--- src/verilog/rcw_pkg.sv ---
// Constants, types and register map of the reset cause and watchdog block
// Behaviour
// - Fuse code picks brownout level; 111 disables
// - Enabled brownout asserts reset without delay
// - Brownout clear: hold reset for delay count
// - Watchdog reset pulse lasts one clock
// - Delay counter starts after watchdog pulse ends
// - USB bus reset resets core, not USB
// - Cause bits 7..6 read zero, never written
// - Bit 5 USB cause; power-up or zero clears
// - Bit 4 scan reset cause; same clearing
// - Bit 3 watchdog cause; same clearing
// - Bit 2 brownout cause; same clearing
// - Bit 1 pin reset cause; same clearing
// - Bit 0 set on power-up; only software clears
// - Bandgap on for brownout, comparator or ADC
// - Watchdog counts ticks of 128 kHz oscillator
// - Restart zeroes counter; expiry acts per mode
// - Interrupt mode raises wake-capable interrupt on expiry
// - Combined mode: interrupt first, then reset
// - Always-on fuse forces reset mode, no interrupt
// - Protected values accepted only within four cycles
// - Time-out selectable from 16 ms to 8 s
// - Change-enable clears itself four cycles later
// - Watchdog cause flag forces reset-enable high
// - Combined mode vector entry clears enable and flag
`default_nettype none

package rcw_pkg;

  // ----------------------------------------------------------------
  // Clock and timing
  // ----------------------------------------------------------------
  localparam int CLK_HZ       = 25000000;
  localparam int WDT_OSC_HZ   = 128000;
  localparam int OSC_DIV_DEF  = CLK_HZ / WDT_OSC_HZ;
  localparam int WDT_MIN_MS   = 16;
  localparam int WDT_MAX_MS   = 8000;
  localparam int WDT_BASE_DEF = WDT_MIN_MS * WDT_OSC_HZ / 1000;
  localparam int WDP_MAX      = $clog2(WDT_MAX_MS / WDT_MIN_MS);
  localparam int WDT_CNT_W    = $clog2(WDT_BASE_DEF) + WDP_MAX + 1;
  localparam int RST_DLY_DEF  = 1024;
  localparam int WATCHDOG_CHANGE_ENABLE_CYC     = 4;

  // ----------------------------------------------------------------
  // Fuses, reset values and bit positions
  // ----------------------------------------------------------------
  localparam logic [2:0] BOD_OFF   = 3'h7;
  localparam logic [2:0] SYNC_IDLE = 3'h2;
  localparam int         CAUSE_W   = 6;
  localparam logic [5:0] CAUSE_POR = 6'h01;
  localparam int CF_USB  = 5;
  localparam int CF_SCAN = 4;
  localparam int CF_DOG  = 3;
  localparam int CF_SUP  = 2;
  localparam int CF_PIN  = 1;
  localparam int CF_PWR  = 0;
  localparam int WC_IF   = 7;
  localparam int WC_IE   = 6;
  localparam int WC_P3   = 5;
  localparam int WC_CE   = 4;
  localparam int WC_DE   = 3;

  // ----------------------------------------------------------------
  // Register map and bus answers
  // ----------------------------------------------------------------
  localparam logic [7:0] ADDR_CAUSE = 8'h00;
  localparam logic [7:0] ADDR_WCTL  = 8'h04;
  localparam logic [7:0] ADDR_STAT  = 8'h08;
  localparam logic [1:0] RESP_OK    = 2'h0;
  localparam logic [1:0] RESP_ERR   = 2'h2;

  typedef enum logic [1:0] {WM_STOP, WM_IRQ, WM_RST, WM_BOTH} rcw_mode_e;

endpackage

`default_nettype wire

--- src/verilog/rcw_top.sv ---
// Reset cause recorder, reset sequencer and watchdog with AXI4-Lite registers
`default_nettype none

module rcw_top
  import rcw_pkg::*;
#(
  parameter int OSC_DIV  = OSC_DIV_DEF,   // Clocks per watchdog tick
  parameter int WDT_BASE = WDT_BASE_DEF,  // Ticks of shortest time-out
  parameter int RST_DLY  = RST_DLY_DEF    // Reset stretch in clocks
)(
  input  wire logic        CLOCK_IN,             // 25 MHz clock
  input  wire logic        RST_IN,               // Power-on reset
  input  wire logic [7:0]  AWADDR_IN,            // Write address
  input  wire logic        AWVALID_IN,           // Write address valid
  output logic             AWREADY_OUT,          // Write address ready
  input  wire logic [31:0] WDATA_IN,             // Write data
  input  wire logic [3:0]  WSTRB_IN,             // Write strobes
  input  wire logic        WVALID_IN,            // Write data valid
  output logic             WREADY_OUT,           // Write data ready
  output logic [1:0]       BRESP_OUT,            // Write response
  output logic             BVALID_OUT,           // Write response valid
  input  wire logic        BREADY_IN,            // Write response ready
  input  wire logic [7:0]  ARADDR_IN,            // Read address
  input  wire logic        ARVALID_IN,           // Read address valid
  output logic             ARREADY_OUT,          // Read address ready
  output logic [31:0]      RDATA_OUT,            // Read data
  output logic [1:0]       RRESP_OUT,            // Read response
  output logic             RVALID_OUT,           // Read data valid
  input  wire logic        RREADY_IN,            // Read data ready
  input  wire logic [2:0]  BOD_LEVEL_FUSE_IN,    // Brownout level fuse
  input  wire logic        WDT_ALWAYS_ON_FUSE_IN,// Watchdog always-on fuse
  input  wire logic        SUPPLY_LOW_IN,        // Detector: supply low
  input  wire logic        PIN_RESET_N_IN,       // Reset pin, active low
  input  wire logic        SCAN_RESET_IN,        // Scan reset register bit
  input  wire logic        USB_ENABLE_IN,        // USB controller enabled
  input  wire logic        USB_RESET_CPU_IN,     // Reset core on bus reset
  input  wire logic        USB_BUS_RESET_IN,     // Valid bus reset seen
  input  wire logic        COMP_BANDGAP_SEL_IN,  // Comparator uses bandgap
  input  wire logic        ADC_ENABLE_IN,        // ADC enabled
  input  wire logic        WDT_RESTART_IN,       // Restart instruction
  input  wire logic        WDT_VECTOR_ACK_IN,    // Watchdog vector entered
  output logic             CORE_RESET_OUT,       // Core held in reset
  output logic             BOD_ENABLE_OUT,       // Brownout detector on
  output logic [2:0]       BOD_LEVEL_OUT,        // Trigger level code
  output logic             BANDGAP_EN_OUT,       // Bandgap reference on
  output logic             WDT_IRQ_OUT,          // Watchdog interrupt
  output logic             WDT_RESET_PULSE_OUT   // One-clock dog reset
);

  // ----------------------------------------------------------------
  // Declarations
  // ----------------------------------------------------------------
  logic [2:0]           meta_r;
  logic [2:0]           sync_r;
  logic [2:0]           bod_level_r;
  logic                 watchdog_always_on_fuse_r;
  logic                 bod_en_r;
  logic                 bg_r;
  logic                 core_rst_r;
  logic [15:0]          dly_cnt_r;
  logic [15:0]          div_cnt_r;
  logic                 tick_r;
  logic [WDT_CNT_W-1:0] wdt_cnt_r;
  logic                 wdt_pulse_r;
  logic                 irq_r;
  logic [CAUSE_W-1:0]   cause_r;
  logic [2:0]           ce_cnt_r;
  logic                 wde_r;
  logic                 watchdog_irq_enable_r;
  logic                 watchdog_irq_flag_r;
  logic [3:0]           wdp_r;
  logic                 aw_got_r;
  logic                 w_got_r;
  logic [7:0]           waddr_r;
  logic [31:0]          wdata_r;
  logic [3:0]           wstrb_r;
  logic                 supply_low;
  logic                 pin_rst;
  logic                 scan_rst;
  logic                 bod_rst;
  logic                 usb_rst;
  logic                 any_src;
  logic                 wde_eff;
  logic                 win_open;
  rcw_mode_e            mode;
  logic [3:0]           wdp_sel;
  logic [WDT_CNT_W-1:0] limit;
  logic                 expire;
  logic                 irq_set;
  logic                 wr_fire;
  logic                 wr_cause;
  logic                 wr_wctl;
  logic [7:0]           wd;
  logic [3:0]           wd_wdp;
  logic [CAUSE_W-1:0]   cause_set;
  logic [CAUSE_W-1:0]   cause_clr;
  logic [31:0]          rd_mux;
  logic                 rd_hit;

  // ----------------------------------------------------------------
  // Pin synchronisers and fuse capture
  // ----------------------------------------------------------------
  // Two flops per asynchronous pin; only the second is read
  genvar gi;
  generate
    for (gi = 0; gi < 3; gi++)
    begin : g_sync
      always_ff @(posedge CLOCK_IN)
      begin
        if (RST_IN)
        begin
          meta_r[gi] <= SYNC_IDLE[gi];
          sync_r[gi] <= SYNC_IDLE[gi];
        end
        else
        begin
          meta_r[gi] <= (gi == 0) ? SUPPLY_LOW_IN : (gi == 1) ? PIN_RESET_N_IN : SCAN_RESET_IN;
          sync_r[gi] <= meta_r[gi];
        end
      end
    end
  endgenerate

  assign supply_low = sync_r[0];
  assign pin_rst    = !sync_r[1];
  assign scan_rst   = sync_r[2];

  // Fuses are static; caught while power-on reset is held
  always_ff @(posedge CLOCK_IN)
  begin
    if (RST_IN)
    begin
      bod_level_r <= BOD_LEVEL_FUSE_IN;
      watchdog_always_on_fuse_r     <= WDT_ALWAYS_ON_FUSE_IN;
    end
  end

  // Detector enable and bandgap demand
  always_ff @(posedge CLOCK_IN)
  begin
    if (RST_IN)
    begin
      bod_en_r <= 1'b0;
      bg_r     <= 1'b0;
    end
    else
    begin
      bod_en_r <= (bod_level_r != BOD_OFF);
      bg_r     <= bod_en_r | COMP_BANDGAP_SEL_IN | ADC_ENABLE_IN;
    end
  end

  // ----------------------------------------------------------------
  // Reset sources and delay counter
  // ----------------------------------------------------------------
  assign bod_rst = bod_en_r & supply_low;
  assign usb_rst = USB_ENABLE_IN & USB_RESET_CPU_IN & USB_BUS_RESET_IN;
  assign any_src = bod_rst | pin_rst | scan_rst | usb_rst | wdt_pulse_r;

  // Counter reloads while any source is active, so it only starts
  // running once the last one has gone away
  always_ff @(posedge CLOCK_IN)
  begin
    if (RST_IN || any_src)
    begin
      core_rst_r <= 1'b1;
      dly_cnt_r  <= 16'(RST_DLY);
    end
    else if (dly_cnt_r != 16'h0000)
      dly_cnt_r <= dly_cnt_r - 16'h0001;
    else
      core_rst_r <= 1'b0;
  end

  // ----------------------------------------------------------------
  // Watchdog oscillator tick and counter
  // ----------------------------------------------------------------
  // Tick enable stands in for the separate slow oscillator
  always_ff @(posedge CLOCK_IN)
  begin
    if (RST_IN || div_cnt_r == 16'(OSC_DIV - 1))
      div_cnt_r <= 16'h0000;
    else
      div_cnt_r <= div_cnt_r + 16'h0001;
    tick_r <= !RST_IN && (div_cnt_r == 16'(OSC_DIV - 1));
  end

  // Mode decode; the cause flag and fuse both pin reset-enable
  assign wde_eff = wde_r | cause_r[CF_DOG] | watchdog_always_on_fuse_r;
  always_comb
  begin
    case ({wde_eff, watchdog_irq_enable_r})
      2'b01:   mode = WM_IRQ;
      2'b10:   mode = WM_RST;
      2'b11:   mode = WM_BOTH;
      default: mode = WM_STOP;
    endcase
  end

  // Reserved prescale codes behave as the longest time-out
  assign wdp_sel = (wdp_r > 4'(WDP_MAX)) ? 4'(WDP_MAX) : wdp_r;
  assign limit   = WDT_CNT_W'(WDT_BASE) << wdp_sel;
  assign expire  = tick_r && (wdt_cnt_r == limit - WDT_CNT_W'(1));
  assign irq_set = expire && (mode == WM_IRQ || (mode == WM_BOTH && !watchdog_irq_flag_r));

  always_ff @(posedge CLOCK_IN)
  begin
    if (RST_IN || core_rst_r || WDT_RESTART_IN || mode == WM_STOP || expire)
      wdt_cnt_r <= '0;
    else if (tick_r)
      wdt_cnt_r <= wdt_cnt_r + WDT_CNT_W'(1);
  end

  // Combined mode resets only when the interrupt went unserviced
  always_ff @(posedge CLOCK_IN)
  begin
    if (RST_IN)
      wdt_pulse_r <= 1'b0;
    else
      wdt_pulse_r <= expire && (mode == WM_RST || (mode == WM_BOTH && watchdog_irq_flag_r));
  end

  // Interrupt line doubles as the wake request
  always_ff @(posedge CLOCK_IN)
  begin
    if (RST_IN)
      irq_r <= 1'b0;
    else
      irq_r <= watchdog_irq_flag_r & watchdog_irq_enable_r;
  end

  // ----------------------------------------------------------------
  // Register writes
  // ----------------------------------------------------------------
  assign wr_fire  = aw_got_r && w_got_r && !BVALID_OUT;
  assign wr_cause = wr_fire && waddr_r == ADDR_CAUSE && wstrb_r[0];
  assign wr_wctl  = wr_fire && waddr_r == ADDR_WCTL && wstrb_r[0];
  assign wd       = wdata_r[7:0];
  assign wd_wdp   = {wd[WC_P3], wd[2:0]};
  assign win_open = (ce_cnt_r != 3'h0);

  // Cause flags: sources set, written zeros clear, set wins
  assign cause_set = {usb_rst, scan_rst, wdt_pulse_r, bod_rst, pin_rst, 1'b0};
  assign cause_clr = wr_cause ? ~wd[CAUSE_W-1:0] : '0;
  always_ff @(posedge CLOCK_IN)
  begin
    if (RST_IN)
      cause_r <= CAUSE_POR;
    else
      cause_r <= (cause_r & ~cause_clr) | cause_set;
  end

  // Change window opens only on the combined unlock write
  always_ff @(posedge CLOCK_IN)
  begin
    if (RST_IN || core_rst_r)
      ce_cnt_r <= 3'h0;
    else if (wr_wctl && wd[WC_CE] && wd[WC_DE])
      ce_cnt_r <= 3'(WATCHDOG_CHANGE_ENABLE_CYC);
    else if (win_open)
      ce_cnt_r <= ce_cnt_r - 3'h1;
  end

  // Protected fields; setting reset-enable is always allowed
  always_ff @(posedge CLOCK_IN)
  begin
    if (RST_IN || core_rst_r)
    begin
      wde_r <= 1'b0;
      wdp_r <= 4'h0;
    end
    else if (wr_wctl && win_open && !wd[WC_CE])
    begin
      wde_r <= wd[WC_DE];
      wdp_r <= wd_wdp;
    end
    else if (wr_wctl && wd[WC_DE])
      wde_r <= 1'b1;
  end

  // Interrupt enable and flag; hardware set beats a clear
  always_ff @(posedge CLOCK_IN)
  begin
    if (RST_IN || core_rst_r)
    begin
      watchdog_irq_enable_r <= 1'b0;
      watchdog_irq_flag_r <= 1'b0;
    end
    else
    begin
      if (watchdog_always_on_fuse_r || (WDT_VECTOR_ACK_IN && mode == WM_BOTH))
        watchdog_irq_enable_r <= 1'b0;
      else if (wr_wctl)
        watchdog_irq_enable_r <= wd[WC_IE];
      if (irq_set)
        watchdog_irq_flag_r <= 1'b1;
      else if (WDT_VECTOR_ACK_IN || (wr_wctl && wd[WC_IF]))
        watchdog_irq_flag_r <= 1'b0;
    end
  end

  // ----------------------------------------------------------------
  // AXI4-Lite slave
  // ----------------------------------------------------------------
  // Address and data taken in either order, answer after both
  always_ff @(posedge CLOCK_IN)
  begin
    if (RST_IN)
    begin
      aw_got_r    <= 1'b0;
      w_got_r     <= 1'b0;
      AWREADY_OUT <= 1'b0;
      WREADY_OUT  <= 1'b0;
      BVALID_OUT  <= 1'b0;
      BRESP_OUT   <= RESP_OK;
    end
    else
    begin
      // Ready rises at the response handshake and drops at a take
      AWREADY_OUT <= (BVALID_OUT && BREADY_IN) || (!aw_got_r && !(AWVALID_IN && AWREADY_OUT));
      WREADY_OUT  <= (BVALID_OUT && BREADY_IN) || (!w_got_r && !(WVALID_IN && WREADY_OUT));
      if (AWVALID_IN && AWREADY_OUT)
      begin
        aw_got_r <= 1'b1;
        waddr_r  <= AWADDR_IN;
      end
      if (WVALID_IN && WREADY_OUT)
      begin
        w_got_r <= 1'b1;
        wdata_r <= WDATA_IN;
        wstrb_r <= WSTRB_IN;
      end
      if (wr_fire)
      begin
        BVALID_OUT <= 1'b1;
        BRESP_OUT  <= (waddr_r == ADDR_CAUSE || waddr_r == ADDR_WCTL) ? RESP_OK : RESP_ERR;
      end
      else if (BVALID_OUT && BREADY_IN)
      begin
        BVALID_OUT <= 1'b0;
        aw_got_r   <= 1'b0;
        w_got_r    <= 1'b0;
      end
    end
  end

  // Read mux; bits above each register read zero
  always_comb
  begin
    rd_hit = 1'b1;
    case (ARADDR_IN)
      ADDR_CAUSE: rd_mux = {{(32 - CAUSE_W){1'b0}}, cause_r};
      ADDR_WCTL:  rd_mux = {24'h0, watchdog_irq_flag_r, watchdog_irq_enable_r, wdp_r[3], win_open, wde_eff, wdp_r[2:0]};
      ADDR_STAT:  rd_mux = {27'h0, core_rst_r, bg_r, bod_en_r, mode};
      default:
      begin
        rd_mux = 32'h0;
        rd_hit = 1'b0;
      end
    endcase
  end

  always_ff @(posedge CLOCK_IN)
  begin
    if (RST_IN)
    begin
      ARREADY_OUT <= 1'b0;
      RVALID_OUT  <= 1'b0;
      RDATA_OUT   <= 32'h0;
      RRESP_OUT   <= RESP_OK;
    end
    else if (ARVALID_IN && ARREADY_OUT)
    begin
      ARREADY_OUT <= 1'b0;
      RVALID_OUT  <= 1'b1;
      RDATA_OUT   <= rd_mux;
      RRESP_OUT   <= rd_hit ? RESP_OK : RESP_ERR;
    end
    else if (RVALID_OUT && RREADY_IN)
    begin
      RVALID_OUT  <= 1'b0;
      ARREADY_OUT <= 1'b1;
    end
    else if (!RVALID_OUT)
      ARREADY_OUT <= 1'b1;
  end

  // ----------------------------------------------------------------
  // Output registers
  // ----------------------------------------------------------------
  assign CORE_RESET_OUT      = core_rst_r;
  assign BOD_ENABLE_OUT      = bod_en_r;
  assign BOD_LEVEL_OUT       = bod_level_r;
  assign BANDGAP_EN_OUT      = bg_r;
  assign WDT_IRQ_OUT         = irq_r;
  assign WDT_RESET_PULSE_OUT = wdt_pulse_r;
endmodule

`default_nettype wire

--- config.mk ---
export PLATFORM = sky130hd
export DESIGN_NAME = rcw_top
export DESIGN_NICKNAME = d
export VERILOG_FILES = /design/src/verilog/rcw_pkg.sv /design/src/verilog/rcw_top.sv
export SDC_FILE = /design/constraint.sdc
export NUM_CORES = 1
export LEC_CHECK = 0
export ABC_AREA = 1
export BUFFER_PORTS_ARGS = -buffer_cell sky130_fd_sc_hd__buf_4
export CAP_MARGIN = 15
export CORE_AREA = 2 2 108 110
export DETAILED_ROUTE_END_ITERATION = 12
export DIE_AREA = 0 0 110 112
export HOLD_SLACK_MARGIN = 0.06
export PLACE_DENSITY = 0.82
export SYNTH_ARGS = -nofsm -noshare
export SYNTH_HDL_FRONTEND = slang
export SYNTH_SLANG_ARGS = --single-unit
--- constraint.sdc ---
create_clock -name CLOCK_IN -period 4.33 [get_ports CLOCK_IN]
set_input_delay 1.0825 -clock CLOCK_IN [delete_from_list [all_inputs] [get_ports CLOCK_IN]]
set_output_delay 1.0825 -clock CLOCK_IN [all_outputs]
set_load 0.005 [all_outputs]
==> summary.md <==
Setup repair after global routing left no endpoint under its margin. Measured against its own limit, the worst slew margin works out to 47.17%. The antenna violation net count after detailed routing was 0; the post-synthesis sequential element count was 119. Post-CTS timing repair inserted 0 buffers for setup. The first global-routing pass estimated 19.37 mm of wire.

Global-route total usage across every layer: 20.27%. For the total count of hold-check failures in the final report, the log shows 0. The tightest min-delay check is of the flop to flop type.

Clock tree synthesis found a total of 119 sinks. The post-layout minimum cycle time works out to 2.361 ns. The number of distinct standard cells referenced by the synthesized netlist was 37; the number of buffer cells added on primary ports was 68. The synthesized netlist devotes 1.821% of its cell area to adder and majority cells.

The worst register-to-register path has a setup slack of 2.18 ns. TritonCTS built the clock tree. Once placement finished, the instance area stood at 0.006030 mm2. The total wirelength of the detailed-routed design was 11.83 mm.

CTS placed an instance of clkbuf_16 at the clock tree root. Entering global routing, the biggest net connects 32 pins. The diode insertion count for antenna repair is 0, and the share of synthesized cell area in and, or, nand and nor gates is 28.66%.

For the pin with the worst max-slew slack, the measured transition is 0.7895 ns. Based on the critical path, the design can be clocked at up to 423.5 MHz. For this run, design rule violations remaining after detail routing come to 0. Dividing the detail-routed wire length by the instance count gives 12.59 um. Counting along the longest clock path gives a buffer depth of 2. The post-cts resize count was 0; the count of pins over their slew limit was 0. The post-DP HPWL is 8.365 mm, and the worst clock skew is 0.007977 ns. The logs give 0 for the remaining global-route overflow and 864 for the final-stage net count.

After filler insertion, the fill cell instance count of the layout stands at 990. Ratio of routed vias to standard cells: 4.951. Synthesis handed over a netlist of 705 instances.

For the final worst setup slack, the log shows 1.969 ns. The width of the die was 110 um; the static leakage power was 2.684 nW. The area of the core region was 0.01117 mm2.

The startpoint identified for the worst hold timing path is meta_r[2]. The clock slew seen by the registers of the worst setup and hold paths was 0.05 ns. STA classifies the critical path endpoint as a flop. The synthesized area per cell was 7.796 um2; the vertical extent of the die was 112 um.

Dividing total power by cell area gives a power density of 432.9 mW/mm2. For this design the top-level I/O count stands at 122. Setup violations remaining at the end of the flow were counted as 0. The parity-gate share of the synthesized area counting xor and xnor cells was 4.302%. The post-layout total power is 2.859 mW.

The congestion estimate from routability-driven global placement came to 0.8960. Row generation in the floorplan step produced 39 rows. The die area came out at 0.01232 mm2. The terminating pin of the worst hold path is scan_rst.

For this block, the via count after detailed routing is 4649. The tools report the via count of the first global-routing pass as 4241. The finished cells cover 0.006604 mm2.

The cts-stage hold buffer count was 0; the post-synth design cell area was 0.005497 mm2. Dividing the final minimum period by the clock period gives 54.53%. The highest fanout seen on the critical path was 31. The sort of element at the start of the critical path is an input port. Critical register-to-register path endpoint: wdt_cnt_r[6]. The flow ran to the end, and the final reports show no timing, DRC or antenna violations.

Most common cell after layout, fill and taps aside: nand2_1. After routing, the total negative slack on setup checks comes to 0 ns. The initial antenna violation count was 0; the fraction of layout cells with a size suffix above 1 was 16.08%. Insertion delay of the later-clocked pin in the worst-skew pair: 0.41 ns. The critical path is of the input port to flop type. The max-capacitance violation count is 0, and the number of cells on the worst reg-to-reg path is 11.

For the setup slack after placement, the log shows 1.505 ns. The portion of synthesized area spent on multiplexers is 0%. The top cell types in the final layout, fill and taps aside, are nand2_1, nor2_1, dfxtp_1. The run gives 0 as the warning count from the yosys run.

The synthesized netlist devotes 8.127% of its cell area to compound gates. The tools report the depth of the CTS H-tree as 4. The worst vdd rail ir drop is 0.0003275 V, and the required time at the worst-slack endpoint is 4.65 ns. The logs give 47.17% for the sequential element share of the synthesized area and 5 for the detailed-routing iteration count for the pre-antenna-repair pass. The largest family of logic cells by synthesized area was simple AND/OR/NAND/NOR gates.

From synthesis to final layout, the design area changed by 20.15%. After the first detailed-routing iteration, the DRC count stood at 282. Clock tree synthesis inserted a total of 17 buffers. In this run the critical register-to-register path is launched from wdp_r[3]. The worst hold path cell count was 2; the data arrival time at the worst-slack endpoint was 2.69 ns. For this configuration, the core starts out at a cell density of 49.19%.
[worst max path at each step]
| stage | from | endpoint | slack, ns |
|---|---|---|---|
| 2_1_floorplan | RST_IN | wdata_r[0] | 2.07 |
| 3_3_place_gp | RST_IN | dly_cnt_r[12] | 1.53 |
| 3_5_place_dp | RST_IN | dly_cnt_r[12] | 1.50 |
| 4_1_cts | RST_IN | dly_cnt_r[12] | 1.97 |
| 5_1_grt | RST_IN | dly_cnt_r[12] | 1.78 |
| 6_report | RST_IN | dly_cnt_r[12] | 1.97 |
[per-layer routing]
metal  wire [um]  vias up  global-route usage (%)
met5           0        -                       0
met4         227        0                   7.932
met3         505       21                   5.562
met2        5900      113                   33.58
met1        5193     2117                   24.74
li1            -     2398                       -
[registers in the layout, summed over array words and instances, names as in the netlist, 4 cells and up]
name and count:
wdt_cnt_r 21, div_cnt_r 16, wdp_r 4, wdata_r 8, dly_cnt_r 16, cause_r 6, RDATA_OUT 8, waddr_r 8
[cell type report]
type                            instances  area, um2  area share, %
Inverter                               77      291.5          4.415
Tap cell                              143      178.9          2.709
Clock inverter                         12      127.6          1.933
Multi-Input combinational cell        500       2456          37.19
Clock buffer                           20      446.7          6.764
Sequential cell                       119       2592          39.26
Timing Repair Buffer                   68      510.5          7.730
[critical path, stage by stage]
cell	delay [ns]
buf_4	0.22
inv_1	0.39
nand3_1	0.13
nor2_1	0.28
inv_1	0.30
a211oi_1	0.27
[synth_stat cells, drive strengths merged]
library cell | number | area (um2)
nor3 | 21 | 105.1
a211oi | 3 | 22.52
or2 | 8 | 50.05
o211ai | 4 | 30.03
edfxtp | 21 | 630.6
nand3 | 49 | 250.2
dfxtp | 98 | 1962
o21ai | 25 | 125.1
conb | 1 | 3.750
buf | 29 | 231.5
nand2 | 150 | 578.1
ha | 8 | 100.1
clkinv | 2 | 7.510
xor2 | 17 | 148.9
o21a | 1 | 7.510
a21oi | 42 | 236.5
nor3b | 6 | 45.04
clkbuf | 5 | 18.77
nand4 | 10 | 62.56
nor2 | 112 | 452.9
nor4 | 5 | 31.28
o311ai | 1 | 8.760
o31ai | 1 | 7.510
o41ai | 1 | 8.760
inv | 75 | 284.0
xnor2 | 10 | 87.58
[logic make-up (layout without fill, tap and decap cells)]
group,count (synthesis),after routing
xor gates and xnor gates,27,27
adders and majority gates,8,8
DFF,119,119
other,1,26
and+or+nand+nor,361,361
buffers and inverters,111,177
AOI/OAI and AO/OA,78,78
[power breakdown]
part,internal (mW),switching (mW),leakage (nW),total (mW)
Sequential,1.18,0.0381,0.990,1.22
Combinational,0.117,0.175,1.41,0.292
Clock,0.860,0.492,0.284,1.35
[stage by stage]
step,cells,utilization [%],hold WS [ns]
2_1_floorplan,730,-,0.3883
3_3_place_gp,907,53.96,0.3941
3_5_place_dp,907,53.96,0.3978
4_1_cts,939,59.10,0.4051
5_1_grt,939,59.10,0.4262
6_report,939,59.10,0.4019
No activity file was read; power rests on OpenSTA's default activity.
